**src/hdl/psam_pkg.sv**
```systemverilog
`default_nettype none

package psam_pkg;

  // Address and data widths
  localparam int PADDR_W = 24;
  localparam int IP_W    = 23;
  localparam int WORD_W  = 24;
  localparam int DATA_W  = 16;
  localparam int PAGE_W  = 8;
  localparam int OFS_W   = 16;
  localparam int DS_W    = 16;
  localparam int REMAP_W = 15;

  // Field positions
  localparam int PAGE_UPPER_BIT = 7;
  localparam int ADDR_UPPER_BIT = 23;
  localparam int DS_REMAP_BIT   = 15;

  // Program space map
  localparam logic [23:0] USER_FIRST = 24'h00_0000;
  localparam logic [23:0] USER_LAST  = 24'h7F_FFFF;
  localparam logic [23:0] CFG_FIRST  = 24'hF8_0000;
  localparam logic [23:0] CFG_LAST   = 24'hF8_00FF;
  localparam logic [23:0] DEVID_FIRST = 24'hFF_0000;
  localparam logic [23:0] DEVID_LAST  = 24'hFF_0003;

  // Reset values
  localparam logic [7:0]  TABLE_PAGE_RST = 8'h00;
  localparam logic [7:0]  REMAP_PAGE_RST = 8'h00;

  // Byte lanes of a 24-bit program word
  localparam logic [2:0]  STRB_LOW  = 3'h3;
  localparam logic [2:0]  STRB_HIGH = 3'h4;
  localparam logic [2:0]  STRB_NONE = 3'h0;

  typedef enum logic [1:0] {
    PSAM_SRC_FETCH,
    PSAM_SRC_TABLE,
    PSAM_SRC_REMAP
  } psam_src_e;

  typedef enum logic [1:0] {
    PSAM_REG_USER,
    PSAM_REG_CONFIG,
    PSAM_REG_DEVID,
    PSAM_REG_HOLE
  } psam_region_e;

  function automatic logic psam_in_range(input logic [23:0] addr,
                                         input logic [23:0] first,
                                         input logic [23:0] last);
    psam_in_range = (addr >= first) && (addr <= last);
  endfunction

endpackage

`default_nettype wire

```
**src/hdl/psam_if.sv**
```systemverilog
`timescale 1ns/10ps
`default_nettype none

interface psam_if;
  psam_pkg::psam_src_e    src;
  logic [22:0]            ip;
  logic [7:0]             table_page;
  logic [15:0]            table_ofs;
  logic [7:0]             remap_page;
  logic [15:0]            ds_addr;
  logic [23:0]            paddr;
  psam_pkg::psam_region_e region;
  logic                   upper;

  modport requester (
    output src, ip, table_page, table_ofs, remap_page, ds_addr,
    input  paddr, region, upper
  );
  modport former (
    input  src, ip, table_page, table_ofs, remap_page, ds_addr,
    output paddr, region, upper
  );
endinterface

`default_nettype wire

```
**src/hdl/psam_addr_gen.sv**
```systemverilog
`timescale 1ns/10ps
`default_nettype none

module psam_addr_gen (
  // Address sources in, program address out
  psam_if.former af
);

  logic [23:0] addr;

  always_comb begin
    case (af.src)
      psam_pkg::PSAM_SRC_FETCH: begin
        addr = {1'b0, af.ip};
      end
      psam_pkg::PSAM_SRC_TABLE: begin
        addr = {af.table_page, af.table_ofs};
      end
      psam_pkg::PSAM_SRC_REMAP: begin
        // Window of data space folded onto a page of program space
        addr = {1'b0, af.remap_page,
                af.ds_addr[psam_pkg::REMAP_W-1:0]};
      end
      default: begin
        addr = psam_pkg::USER_FIRST;
      end
    endcase
  end

  assign af.paddr = addr;
  assign af.upper = addr[psam_pkg::ADDR_UPPER_BIT];

  always_comb begin
    if (psam_pkg::psam_in_range(addr, psam_pkg::USER_FIRST,
                                psam_pkg::USER_LAST)) begin
      af.region = psam_pkg::PSAM_REG_USER;
    end else if (psam_pkg::psam_in_range(addr, psam_pkg::CFG_FIRST,
                                         psam_pkg::CFG_LAST)) begin
      af.region = psam_pkg::PSAM_REG_CONFIG;
    end else if (psam_pkg::psam_in_range(addr, psam_pkg::DEVID_FIRST,
                                         psam_pkg::DEVID_LAST)) begin
      af.region = psam_pkg::PSAM_REG_DEVID;
    end else begin
      af.region = psam_pkg::PSAM_REG_HOLE;
    end
  end

endmodule

`default_nettype wire

```
**src/hdl/psam_top.sv**
```systemverilog
`timescale 1ns/10ps
`default_nettype none

module psam_top (
  // Clock and reset
  input  wire logic        core_clk,
  input  wire logic        reset,
  // Page register loads from the core
  input  wire logic        table_page_load,
  input  wire logic [7:0]  table_page_value,
  input  wire logic        remap_page_load,
  input  wire logic [7:0]  remap_page_value,
  output logic [7:0]       table_page_register,
  output logic [7:0]       remap_page,
  // Instruction fetch
  input  wire logic        fetch_req,
  input  wire logic [22:0] instruction_pointer,
  output logic             fetch_ready,
  // Table operations
  input  wire logic        table_req,
  input  wire logic        table_write_op,
  input  wire logic        table_high,
  input  wire logic [15:0] table_offset,
  input  wire logic [15:0] table_wdata,
  output logic             table_ready,
  // Data space remap reads
  input  wire logic        remap_req,
  input  wire logic [15:0] data_space_addr,
  output logic             remap_ready,
  // Response to the core
  output logic             rsp_valid,
  output logic [23:0]      rsp_data,
  output logic             rsp_fault,
  output logic [1:0]       rsp_src,
  // Program memory bus
  output logic             pm_valid,
  output logic [23:0]      pm_addr,
  output logic             pm_write,
  output logic [23:0]      pm_wdata,
  output logic [2:0]       pm_wstrb,
  input  wire logic        pm_ready,
  input  wire logic [23:0] pm_rdata
);

  typedef enum logic [1:0] {
    PSAM_IDLE,
    PSAM_CHECK,
    PSAM_BUS,
    PSAM_DONE
  } psam_state_e;

  psam_state_e         state;
  psam_state_e         next_state;
  psam_pkg::psam_src_e cur_src;
  logic [22:0]         cur_ip;
  logic [15:0]         cur_ofs;
  logic [15:0]         cur_ds;
  logic [15:0]         cur_wdata;
  logic                cur_write;
  logic                cur_high;
  logic                grant_table;
  logic                grant_remap;
  logic                grant_fetch;
  logic                allowed;

  psam_if af ();

  psam_addr_gen u_addr_gen (
    .af (af)
  );

  assign af.src        = cur_src;
  assign af.ip         = cur_ip;
  assign af.table_page = table_page_register;
  assign af.table_ofs  = cur_ofs;
  assign af.remap_page = remap_page;
  assign af.ds_addr    = cur_ds;

  // Table work outranks remap, remap outranks fetch
  assign grant_table = (state == PSAM_IDLE) && table_req;
  assign grant_remap = (state == PSAM_IDLE) && !table_req && remap_req &&
                       data_space_addr[psam_pkg::DS_REMAP_BIT];
  assign grant_fetch = (state == PSAM_IDLE) && !table_req && !remap_req &&
                       fetch_req;
  assign table_ready = grant_table;
  assign remap_ready = (state == PSAM_IDLE) && !table_req && remap_req;
  assign fetch_ready = grant_fetch;

  // Gate: upper half only for table ops through page bit 7
  always_comb begin
    if (!af.upper) begin
      allowed = (af.region == psam_pkg::PSAM_REG_USER);
    end else if (cur_src != psam_pkg::PSAM_SRC_TABLE) begin
      allowed = 1'b0;
    end else if (!table_page_register[psam_pkg::PAGE_UPPER_BIT]) begin
      allowed = 1'b0;
    end else if (af.region == psam_pkg::PSAM_REG_CONFIG) begin
      allowed = 1'b1;
    end else if (af.region == psam_pkg::PSAM_REG_DEVID) begin
      // Identification words are read only
      allowed = !cur_write;
    end else begin
      allowed = 1'b0;
    end
  end

  always_comb begin
    case (state)
      PSAM_IDLE: begin
        if (grant_table || grant_remap || grant_fetch) begin
          next_state = PSAM_CHECK;
        end else if (remap_ready) begin
          // Remap outside the window is answered with a fault
          next_state = PSAM_DONE;
        end else begin
          next_state = PSAM_IDLE;
        end
      end
      PSAM_CHECK: begin
        next_state = allowed ? PSAM_BUS : PSAM_DONE;
      end
      PSAM_BUS: begin
        next_state = pm_ready ? PSAM_DONE : PSAM_BUS;
      end
      PSAM_DONE: begin
        next_state = PSAM_IDLE;
      end
      default: begin
        next_state = PSAM_IDLE;
      end
    endcase
  end

  always_ff @(posedge core_clk) begin
    if (reset) begin
      state <= PSAM_IDLE;
    end else begin
      state <= next_state;
    end
  end

  // Page registers
  always_ff @(posedge core_clk) begin
    if (reset) begin
      table_page_register <= psam_pkg::TABLE_PAGE_RST;
      remap_page          <= psam_pkg::REMAP_PAGE_RST;
    end else begin
      if (table_page_load) begin
        table_page_register <= table_page_value;
      end
      if (remap_page_load) begin
        remap_page <= remap_page_value;
      end
    end
  end

  // Capture of the granted request
  always_ff @(posedge core_clk) begin
    if (reset) begin
      cur_src   <= psam_pkg::PSAM_SRC_FETCH;
      cur_ip    <= '0;
      cur_ofs   <= '0;
      cur_ds    <= '0;
      cur_wdata <= '0;
      cur_write <= 1'b0;
      cur_high  <= 1'b0;
    end else if (state == PSAM_IDLE) begin
      if (grant_table) begin
        cur_src   <= psam_pkg::PSAM_SRC_TABLE;
        cur_ofs   <= table_offset;
        cur_wdata <= table_wdata;
        cur_write <= table_write_op;
        cur_high  <= table_high;
      end else if (remap_ready) begin
        cur_src   <= psam_pkg::PSAM_SRC_REMAP;
        cur_ds    <= data_space_addr;
        cur_write <= 1'b0;
        cur_high  <= 1'b0;
      end else if (grant_fetch) begin
        cur_src   <= psam_pkg::PSAM_SRC_FETCH;
        cur_ip    <= instruction_pointer;
        cur_write <= 1'b0;
        cur_high  <= 1'b0;
      end
    end
  end

  // Program memory bus, driven only for allowed accesses
  always_ff @(posedge core_clk) begin
    if (reset) begin
      pm_valid <= 1'b0;
      pm_addr  <= psam_pkg::USER_FIRST;
      pm_write <= 1'b0;
      pm_wdata <= '0;
      pm_wstrb <= psam_pkg::STRB_NONE;
    end else if (state == PSAM_CHECK && allowed) begin
      pm_valid <= 1'b1;
      pm_addr  <= af.paddr;
      pm_write <= cur_write;
      if (!cur_write) begin
        pm_wdata <= '0;
        pm_wstrb <= psam_pkg::STRB_NONE;
      end else if (cur_high) begin
        pm_wdata <= {cur_wdata[7:0], 16'h0000};
        pm_wstrb <= psam_pkg::STRB_HIGH;
      end else begin
        pm_wdata <= {8'h00, cur_wdata};
        pm_wstrb <= psam_pkg::STRB_LOW;
      end
    end else if (state == PSAM_BUS && pm_ready) begin
      pm_valid <= 1'b0;
      pm_write <= 1'b0;
      pm_wstrb <= psam_pkg::STRB_NONE;
    end
  end

  // Response: a one-cycle pulse with the word, its low 16 bits or its upper byte; zero data for writes and faults
  always_ff @(posedge core_clk) begin
    if (reset) begin
      rsp_valid <= 1'b0;
      rsp_data  <= '0;
      rsp_fault <= 1'b0;
      rsp_src   <= 2'h0;
    end else begin
      rsp_valid <= 1'b0;
      if ((state == PSAM_CHECK && !allowed) ||
          (state == PSAM_IDLE && remap_ready && !grant_remap)) begin
        rsp_valid <= 1'b1;
        rsp_data  <= '0;
        rsp_fault <= 1'b1;
        rsp_src   <= (state == PSAM_IDLE) ? 2'(psam_pkg::PSAM_SRC_REMAP)
                                          : 2'(cur_src);
      end else if (state == PSAM_BUS && pm_ready) begin
        rsp_valid <= 1'b1;
        rsp_fault <= 1'b0;
        rsp_src   <= 2'(cur_src);
        if (cur_write) begin
          rsp_data <= '0;
        end else if (cur_src == psam_pkg::PSAM_SRC_FETCH) begin
          rsp_data <= pm_rdata;
        end else if (cur_high) begin
          rsp_data <= {16'h0000, pm_rdata[23:16]};
        end else begin
          rsp_data <= {8'h00, pm_rdata[15:0]};
        end
      end
    end
  end

endmodule

`default_nettype wire

```
**config.mk**
```make
export PLATFORM = sky130hd
export DESIGN_NAME = psam_top
export DESIGN_NICKNAME = d
export VERILOG_FILES = /design/src/hdl/psam_pkg.sv /design/src/hdl/psam_if.sv /design/src/hdl/psam_addr_gen.sv /design/src/hdl/psam_top.sv
export SDC_FILE = /design/constraint.sdc
export NUM_CORES = 1
export LEC_CHECK = 0
export CELL_PAD_IN_SITES_DETAIL_PLACEMENT = 1
export CELL_PAD_IN_SITES_GLOBAL_PLACEMENT = 1
export CORE_ASPECT_RATIO = 0.8
export CORE_MARGIN = 1
export CORE_UTILIZATION = 45
export CTS_BUF_LIST = sky130_fd_sc_hd__clkbuf_8 sky130_fd_sc_hd__clkbuf_16
export CTS_CLUSTER_SIZE = 16
export DETAILED_ROUTE_END_ITERATION = 16
export DONT_BUFFER_PORTS = 1
export PLACE_DENSITY = 0.86
export SYNTH_ARGS = -nofsm -noshare
export SYNTH_HDL_FRONTEND = slang
export SYNTH_SLANG_ARGS = --single-unit
```
**constraint.sdc**
```tcl
create_clock -name core_clk -period 2.6 [get_ports core_clk]
set_input_delay 0.13 -clock core_clk [delete_from_list [all_inputs] [get_ports core_clk]]
set_output_delay 0.13 -clock core_clk [all_outputs]
set_load 0.02 [all_outputs]
```
==> results of run 1 <==
[flip-flops by register name (all words and copies together) (netlist names)]
signal,cells
pm_addr,24
pm_wdata,24
rsp_data,24
af.ip,23
af.table_ofs,16
cur_wdata,16
af.ds_addr,15
remap_page,8
table_page_register,8
af.src,2
pm_wstrb,2
rsp_src,2
state,2
cur_high,1
cur_write,1
pm_valid,1
pm_write,1
rsp_fault,1
rsp_valid,1
[routing by layer]
| layer | global-route usage, % | wire length [um] | vias up |
|---|---|---|---|
| met2 | 59.9 | 15000 | 359 |
| li1 | - | - | 3011 |
| met5 | 0 | 0 | - |
| met4 | 17.5 | 1510 | 0 |
| met3 | 9.76 | 2160 | 131 |
| met1 | 36.5 | 11000 | 3393 |
[cells by family after synthesis]
logic type,Yosys count,synth area share [%]
DFF,172,50.8
AOI/OAI and AO/OA,181,16.3
muxes,61,9.22
and+or+nand+nor,307,18.5
adders and majority gates,3,0.553
buffers and inverters,69,4.65
[final cells by class]
class | instances | area, um2
multi-input combinational | 552 | 3250
sequential | 172 | 3450
tap | 184 | 230
antenna | 2 | 5.00
inverter | 8 | 30.0
clock buffer | 19 | 453
fill | 1590 | 4970
clock inverter | 13 | 103
timing repair buffer | 192 | 2000
[what timing repair did]
action,4_1_cts,5_1_grt
gates resized for setup,8,37
setup endpoints to repair,41,79
endpoints found under the hold margin,141,1
setup buffers,3,11
hold buffers,128,2
pin swaps,3,10
gates cloned,2,5
[final timing paths]
kind / endpoint / slack [ns]
min: state[1]$_SDFF_PP0_ / 0.07
max reg2reg: pm_addr[8]$_SDFFE_PP0P_ / -0.13
max: pm_addr[8]$_SDFFE_PP0P_ / -0.13
min reg2reg: af.ds_addr[3]$_SDFFE_PP0P_ / 0.47
[metrics by stage]
| step | hold slack [ns] | TNS (ns) | instances |
|---|---|---|---|
| final | 0.0660 | -2.62 | 1142 |
| after floorplan | 0.266 | 0 | 793 |
| after CTS | 0.000730 | 0 | 1122 |
| after global placement | 0.207 | 0 | 957 |
| after detailed placement | 0.210 | -2.81 | 957 |
| after global routing | 0.0980 | -6.04 | 1142 |
[cells in the mapped netlist, types with 4 or more instances]
master and n:
clkbuf_1 36, o21ai_0 27, mux2_2 12, a21oi_1 81
mux2i_1 49, a2bb2oi_1 7, buf_6 4, buf_2 12
nand2_1 188, nor2_1 69, buf_1 6, a31oi_1 4
nand3_1 28, a22oi_1 26, a211oi_1 13, o22a_1 4
dfxtp_1 172, inv_1 7, o22ai_1 6
[power by group through the flow]
| stage | Clock [mW] | Combinational [mW] | Sequential (mW) |
|---|---|---|---|
| detailed placement | 0 | 1.03 | 3.18 |
| finish | 2.47 | 1.73 | 3.15 |
| global route | 2.58 | 1.80 | 3.16 |
| floorplan | 0 | 0.773 | 3.10 |
| global placement | 0 | 0.979 | 3.16 |
| CTS | 2.46 | 1.36 | 3.12 |
[cell usage in the layout, fill, tap and decap left out, types with 4 or more instances in the layout]
cell	n
buf_12	6
dlygate4sd3_1	129
mux2i_1	41
a22oi_1	26
mux2_2	12
a211oi_1	9
dfxtp_1	170
a211oi_2	4
o22ai_1	4
a2bb2oi_2	6
o22a_1	4
inv_1	9
clkinv_2	5
nor2_1	68
nand3_1	28
buf_4	46
o21ai_0	25
mux2i_2	5
nand2_1	188
clkbuf_16	22
a21oi_1	80
[worst reg2reg max path, stage by stage (launching register included)]
cell and delay (ns):
dfxtp_4 0.44, buf_12 0.17, buf_4 0.12, mux2i_1 0.24
o22a_1 0.25, and4_1 0.31, a31oi_4 0.12, a211oi_4 0.29
buf_6 0.19, buf_12 0.14, mux2i_2 0.25, nor2_1 0.07
==> results by group, run 1 <==
Global route
  – Global-route total usage across every layer: 33.7%
  – Number of global-route vias before repair: 7197
  – First-pass GRT wire length: 39900 um
  – Sum of overflow across all layers after global routing: 0
  – Maximum number of pins on one net before global-route repair: 104
  – Number of antenna violations at the first check in global routing: 2

Synthesis
  – Synth warnings: 0
  – Post-synthesis net count: 917
  – Distinct cells, synth: 43
  – Cell accounting for the most synthesized area: dfxtp_1
  – Dominant cells by area after synthesis: dfxtp_1, nand2_1, mux2i_1
  – Portion of synthesized cell area occupied by the leading cell type: 50.8%
  – Dominant register cell in the synthesized netlist: dfxtp_1
  – Number of enable flip-flop cells after synthesis: 0
  – Part of the Yosys area used for sequential elements: 50.8%
  – Share of synthesized flip-flops with an asynchronous set or reset: 0%
  – Synthesized area divided by synthesized cell count: 8.55 um2
  – Cell area after synthesis: 0.00678 mm2
  – Number of instances in the synthesized netlist: 793
  – Total of flip-flops plus latches after synthesis: 172

Hold path
  – Worst Hold Launch: data_space_addr[15]
  – Worst Hold Class: primary input to register
  – Number of cells on the worst hold path: 2

Placement
  – Routability-driven placement congestion ratio: 0.827
  – Detailed placement HPWL: 14800 um
  – Post-place instance area: 0.00711 mm2
  – Port Buffer Count: 0
  – Setup Slack @ Placement: -0.140 ns

Clock network
  – TritonCTS clock tree: yes
  – Bufs on Longest Clock Path: 2
  – TritonCTS Sinks: 172
  – Cell at the root of the clock tree: clkbuf_16
  – Clock latency on the worst-skew pair: 0.45 ns
  – Total CTS buffers: 17
  – Htree depth: 4
  – Clk pin slew, worst setup/hold paths: 0.07 ns

Die
  – Die Y-Extent: 112 um
  – Die W: 139 um
  – Full die area: 0.0156 mm2
  – Core area: 0.0145 mm2
  – Starting density of the core: 46.8%
  – I/O pin count: 221
  – Total number of placement rows: 39

Critical path
  – Buffer and inverter count on the worst path: 4
  – Longest individual stage delay on the worst path: 0.44 ns
  – Startpoint of the worst register-to-register path: af.src[0]$_SDFFE_PP0P_
  – Family with the most delay on the worst path: compound AO/OA/AOI/OAI gates
  – Most numerous cell on the critical path: buf_12
  – Setup Crit Path Kind: register to register
  – Arrival time reported for the critical path endpoint: 3.04 ns
  – Worst Path Required: 2.91 ns
  – Sort of element at the end of the critical path: register
  – Critical-path cell with the highest stage delay: dfxtp_4
  – Crit path launch type: register
  – Worst reg-to-reg path cell count: 11
  – Crit Path Max Fanout: 7
  – Cell count along the critical path: 11
  – Critical-path cell list: buf_12 -> buf_4 -> mux2i_1 -> o22a_1 -> and4_1 -> a31oi_4 -> a211oi_4 -> buf_6 -> buf_12 -> mux2i_2 -> nor2_1
  – Launching element of the worst setup path: af.src[0]$_SDFFE_PP0P_

Run status
  – Violated checks: negative setup slack
  – Run status: complete, but fails checks

Timing
  – Post-route fraction of the period consumed by the critical path: 105%
  – Setup Viol. Count Final: 50
  – Final hold vios: 0
  – Max Transition Viols Final: 0
  – Setup repair after global routing missed its margin: yes
  – Worst Slack Setup Final: -0.126 ns
  – Max Fclk: 367 MHz
  – Shortest clock period the worst path allows after layout: 2.73 ns
  – Actual slew at the worst max-slew pin: 1.00 ns
  – Normalized max-slew margin: 32.6%
  – Maximum clock skew at final layout: 0.0121 ns

Pwr
  – Total power: 7.35 mW
  – Sequential Power Share: 42.9%
  – Clock power frac: 33.6%
  – Power density relative to cell area: 772 mW/mm2
  – Switching fraction of total power: 32.1%
  – IR Drop Worst-Case VDD: 538 uV
  – Standby leakage power: 3.64 nW
  – Cell-internal power: 4.99 mW
  – Net switching power of the design: 2.36 mW
  – Combinational Power Share: 23.5%

Cells and area
  – Ratio of cells with drive above 1 in the final layout: 14.9%
  – Final-stage net count: 1067
  – Layout Cell Area excl Fill: 0.00952 mm2
  – Final core utilization: 65.7%
  – Area growth, synth to finish: 40.3%

Drt
  – Total vias in the final route: 6894
  – Average wire per standard cell: 26.0 um
  – Via-per-instance ratio: 6.04
  – Number of remaining DRC errors: 0
  – Routed Antenna Nets: 0
  – DRC marker count from the first detailed-route iteration: 504
  – First-pass iteration count of the detailed router: 6
  – Routed wire length: 29700 um

Job
  – Max capacitance violation total: 0
Note: power is estimated with default switching activity, not from simulation.
==> run 2, diff against run 1 <==
==> constraint.sdc (replaced) <==
create_clock -name core_clk -period 2.6 [get_ports core_clk]
set_input_delay 0.13 -clock core_clk [delete_from_list [all_inputs] [get_ports core_clk]]
set_output_delay 0.13 -clock core_clk [all_outputs]
set_load 0.05 [all_outputs]
==> results by group, run 2 (synthesized netlist as in run 1, its figures left out) <==
Placement
  – Port Buffer Count: 0 (unchanged)
  – Routability-driven placement congestion ratio: 0.864 (+4.5%)
  – Cell count after placement: 970 (+1.4%)
  – Setup Slack @ Placement: -0.370 ns (-0.230 ns)
  – Post-place instance area: 0.00721 mm2 (+1.4%)
  – Detailed placement HPWL: 14700 um (-0.57%)

Cells and area
  – Final core utilization: 65.0% (-0.72 points)
  – Ratio of cells with drive above 1 in the final layout: 15.1% (+0.25 points)
  – Leading cell type in the layout, fill and taps excluded: nand2_1
  – Highest-count cells in the layout ignoring fill and taps: nand2_1, dfxtp_1, dlygate4sd3_1
  – Post-Layout Cell Count: 1133 (-0.79%)
  – Final-stage net count: 1058 (-0.84%)
  – Layout Cell Area excl Fill: 0.00942 mm2 (-1.1%)
  – Fill cell count: 1608 (+1.1%)
  – Largest registers: pm_addr: 24 flops, pm_wdata: 24 flops, rsp_data: 24 flops
  – Area growth, synth to finish: 38.8%

Die
  – Die Y-Extent: 112 um (unchanged)
  – Die W: 139 um (unchanged)
  – Core area: 0.0145 mm2 (unchanged)
  – Starting density of the core: 46.8% (unchanged)
  – Total number of placement rows: 39 (unchanged)
  – I/O pin count: 221 (unchanged)
  – Full die area: 0.0156 mm2 (unchanged)

Clock network
  – Clock latency on the worst-skew pair: 0.43 ns (-0.02 ns)
  – Clk pin slew, worst setup/hold paths: 0.07 ns (about the same)
  – Htree depth: 4 (unchanged)
  – Bufs on Longest Clock Path: 2 (unchanged)
  – Cell at the root of the clock tree: clkbuf_16
  – TritonCTS Sinks: 172 (unchanged)
  – TritonCTS clock tree: yes
  – Total CTS buffers: 17 (unchanged)

Critical path
  – Worst reg-to-reg path cell count: 11 (unchanged)
  – Longest individual stage delay on the worst path: 0.39 ns (-0.05 ns)
  – Most numerous cell on the critical path: buf_6
  – Critical-path cell list: buf_6 -> mux2i_2 -> o22ai_2 -> nor4_4 -> buf_4 -> o2111ai_4 -> a211oi_4 -> buf_6 -> buf_12 -> nor2_1 -> a211oi_1
  – Crit path launch type: register
  – Critical-path cell with the highest stage delay: dfxtp_4
  – Crit Path Max Fanout: 6 (-1)
  – Arrival time reported for the critical path endpoint: 3.08 ns (+0.04 ns)
  – Setup Crit Path Kind: register to register
  – Worst Path Required: 2.91 ns (about the same)
  – Sort of element at the end of the critical path: register

Pwr
  – Standby leakage power: 3.79 nW (+4.1%)
  – Power density relative to cell area: 821 mW/mm2 (+6.4%)
  – Total power: 7.73 mW (+5.3%)
  – IR Drop Worst-Case VDD: 456 uV (-15%)

Run status
  – Run status: complete, but fails checks
  – Violated checks: negative setup slack

Timing
  – Max Fclk: 361 MHz (-1.5%)
  – Setup Viol. Count Final: 20 (-60%)
  – Post-route fraction of the period consumed by the critical path: 106% (+1.6 points)
  – Worst Slack Setup Final: -0.168 ns (-0.0422 ns)
  – Final hold vios: 0 (unchanged)
  – Normalized max-slew margin: 41.0% (+8.4 points)
  – Shortest clock period the worst path allows after layout: 2.77 ns (+0.0422 ns)
  – Maximum clock skew at final layout: 0.0123 ns (+0.000175 ns)
  – Min Hold Slack: 0.00964 ns (-0.0563 ns)
  – Setup repair after global routing missed its margin: yes
  – Setup tns final: -0.965 ns (+1.65 ns)
  – Actual slew at the worst max-slew pin: 0.878 ns (-0.125 ns)
  – Max Transition Viols Final: 0 (unchanged)

Job
  – Max capacitance violation total: 0 (unchanged)

Drt
  – Average wire per standard cell: 23.6 um (-9.3%)
  – Routed wire length: 26700 um (-10%)
  – Number of remaining DRC errors: 0 (unchanged)
  – Via-per-instance ratio: 5.91 (-2.0%)
  – First-pass iteration count of the detailed router: 5 (-1)
  – Total vias in the final route: 6701 (-2.8%)
  – Routed Antenna Nets: 0 (unchanged)
  – DRC marker count from the first detailed-route iteration: 437 (-13%)

Global route
  – Maximum number of pins on one net before global-route repair: 88 (-15%)
  – Global-route total usage across every layer: 31.9% (-1.8 points)
  – Number of global-route vias before repair: 7149 (-0.67%)
  – First-pass GRT wire length: 38200 um (-4.4%)
  – Number of antenna violations at the first check in global routing: 1 (-1)
  – Sum of overflow across all layers after global routing: 0 (unchanged)

Hold path
  – Worst Hold Class: primary input to register
  – Number of cells on the worst hold path: 3 (+1)
==> run 2: cell types whose count changed in the layout (fill, tap and decap cells not counted), moves of 3 or more <==
| cell | change |
|---|---|
| a211oi_1 | +4 |
| a211oi_2 | -4 |
| a2bb2oi_1 | +3 |
| a2bb2oi_2 | -4 |
| buf_4 | +7 |
| buf_6 | +4 |
| bufinv_16 | +4 |
| clkinv_2 | -3 |
| dlygate4sd3_1 | -15 |
==> run 2: metal layers <==
| metal | up-vias | wire length, um | global-route usage, % |
|---|---|---|---|
| li1 | 2997 | - | - |
| met1 | 3298 | 10300 | 35.3 |
| met2 | 313 | 13400 | 56.8 |
| met3 | 93 | 1870 | 9.25 |
| met4 | 0 | 1160 | 14.1 |
| met5 | - | 0 | 0 |
==> run 2: path summary, 6_finish.rpt <==
kind	to	slack, ns	start
hold / removal	rsp_data[2]$_SDFFE_PP0P_	0.01	pm_rdata[18]
setup / recovery	pm_addr[12]$_SDFFE_PP0P_	-0.17	af.src[0]$_SDFFE_PP0P_
setup reg to reg	pm_addr[12]$_SDFFE_PP0P_	-0.17	af.src[0]$_SDFFE_PP0P_
hold reg to reg	af.ds_addr[0]$_SDFFE_PP0P_	0.46	af.ds_addr[0]$_SDFFE_PP0P_
==> run 2: power by group <==
part	switching (mW)	internal, mW	total (mW)
Combinational	0.898	0.740	1.64
Clock	1.11	1.69	2.80
Sequential	0.462	2.83	3.30
==> run 2: critical path: cells and delay by family, from the launching register on <==
kind	cells	cell delay, ns
mux	1	0.24
simple gates	2	0.42
flops	1	0.39
buf+inv	4	0.64
compound gates	4	0.94
==> run 2: area by class of cell <==
cell class | instances | area, um2 | area share, %
clock inverter | 15 | 208 | 2.21
clock buffer | 17 | 425 | 4.52
timing repair buffer | 183 | 1810 | 19.3
tap | 184 | 230 | 2.44
antenna | 2 | 5.00 | 0.0531
multi-input combinational | 552 | 3250 | 34.5
inverter | 8 | 33.8 | 0.359
sequential | 172 | 3450 | 36.6
==> run 2: timing repair <==
| action | 4_1_cts | 5_1_grt |
|---|---|---|
| hold buffers | 115 | 0 |
| buffers inserted | 3 | 9 |
| endpoints found under the setup margin | 79 | 60 |
| resized for setup | 13 | 37 |
| endpoints found under the hold margin | 138 | 0 |
| gates cloned | 0 | 3 |
| pin swaps | 2 | 8 |
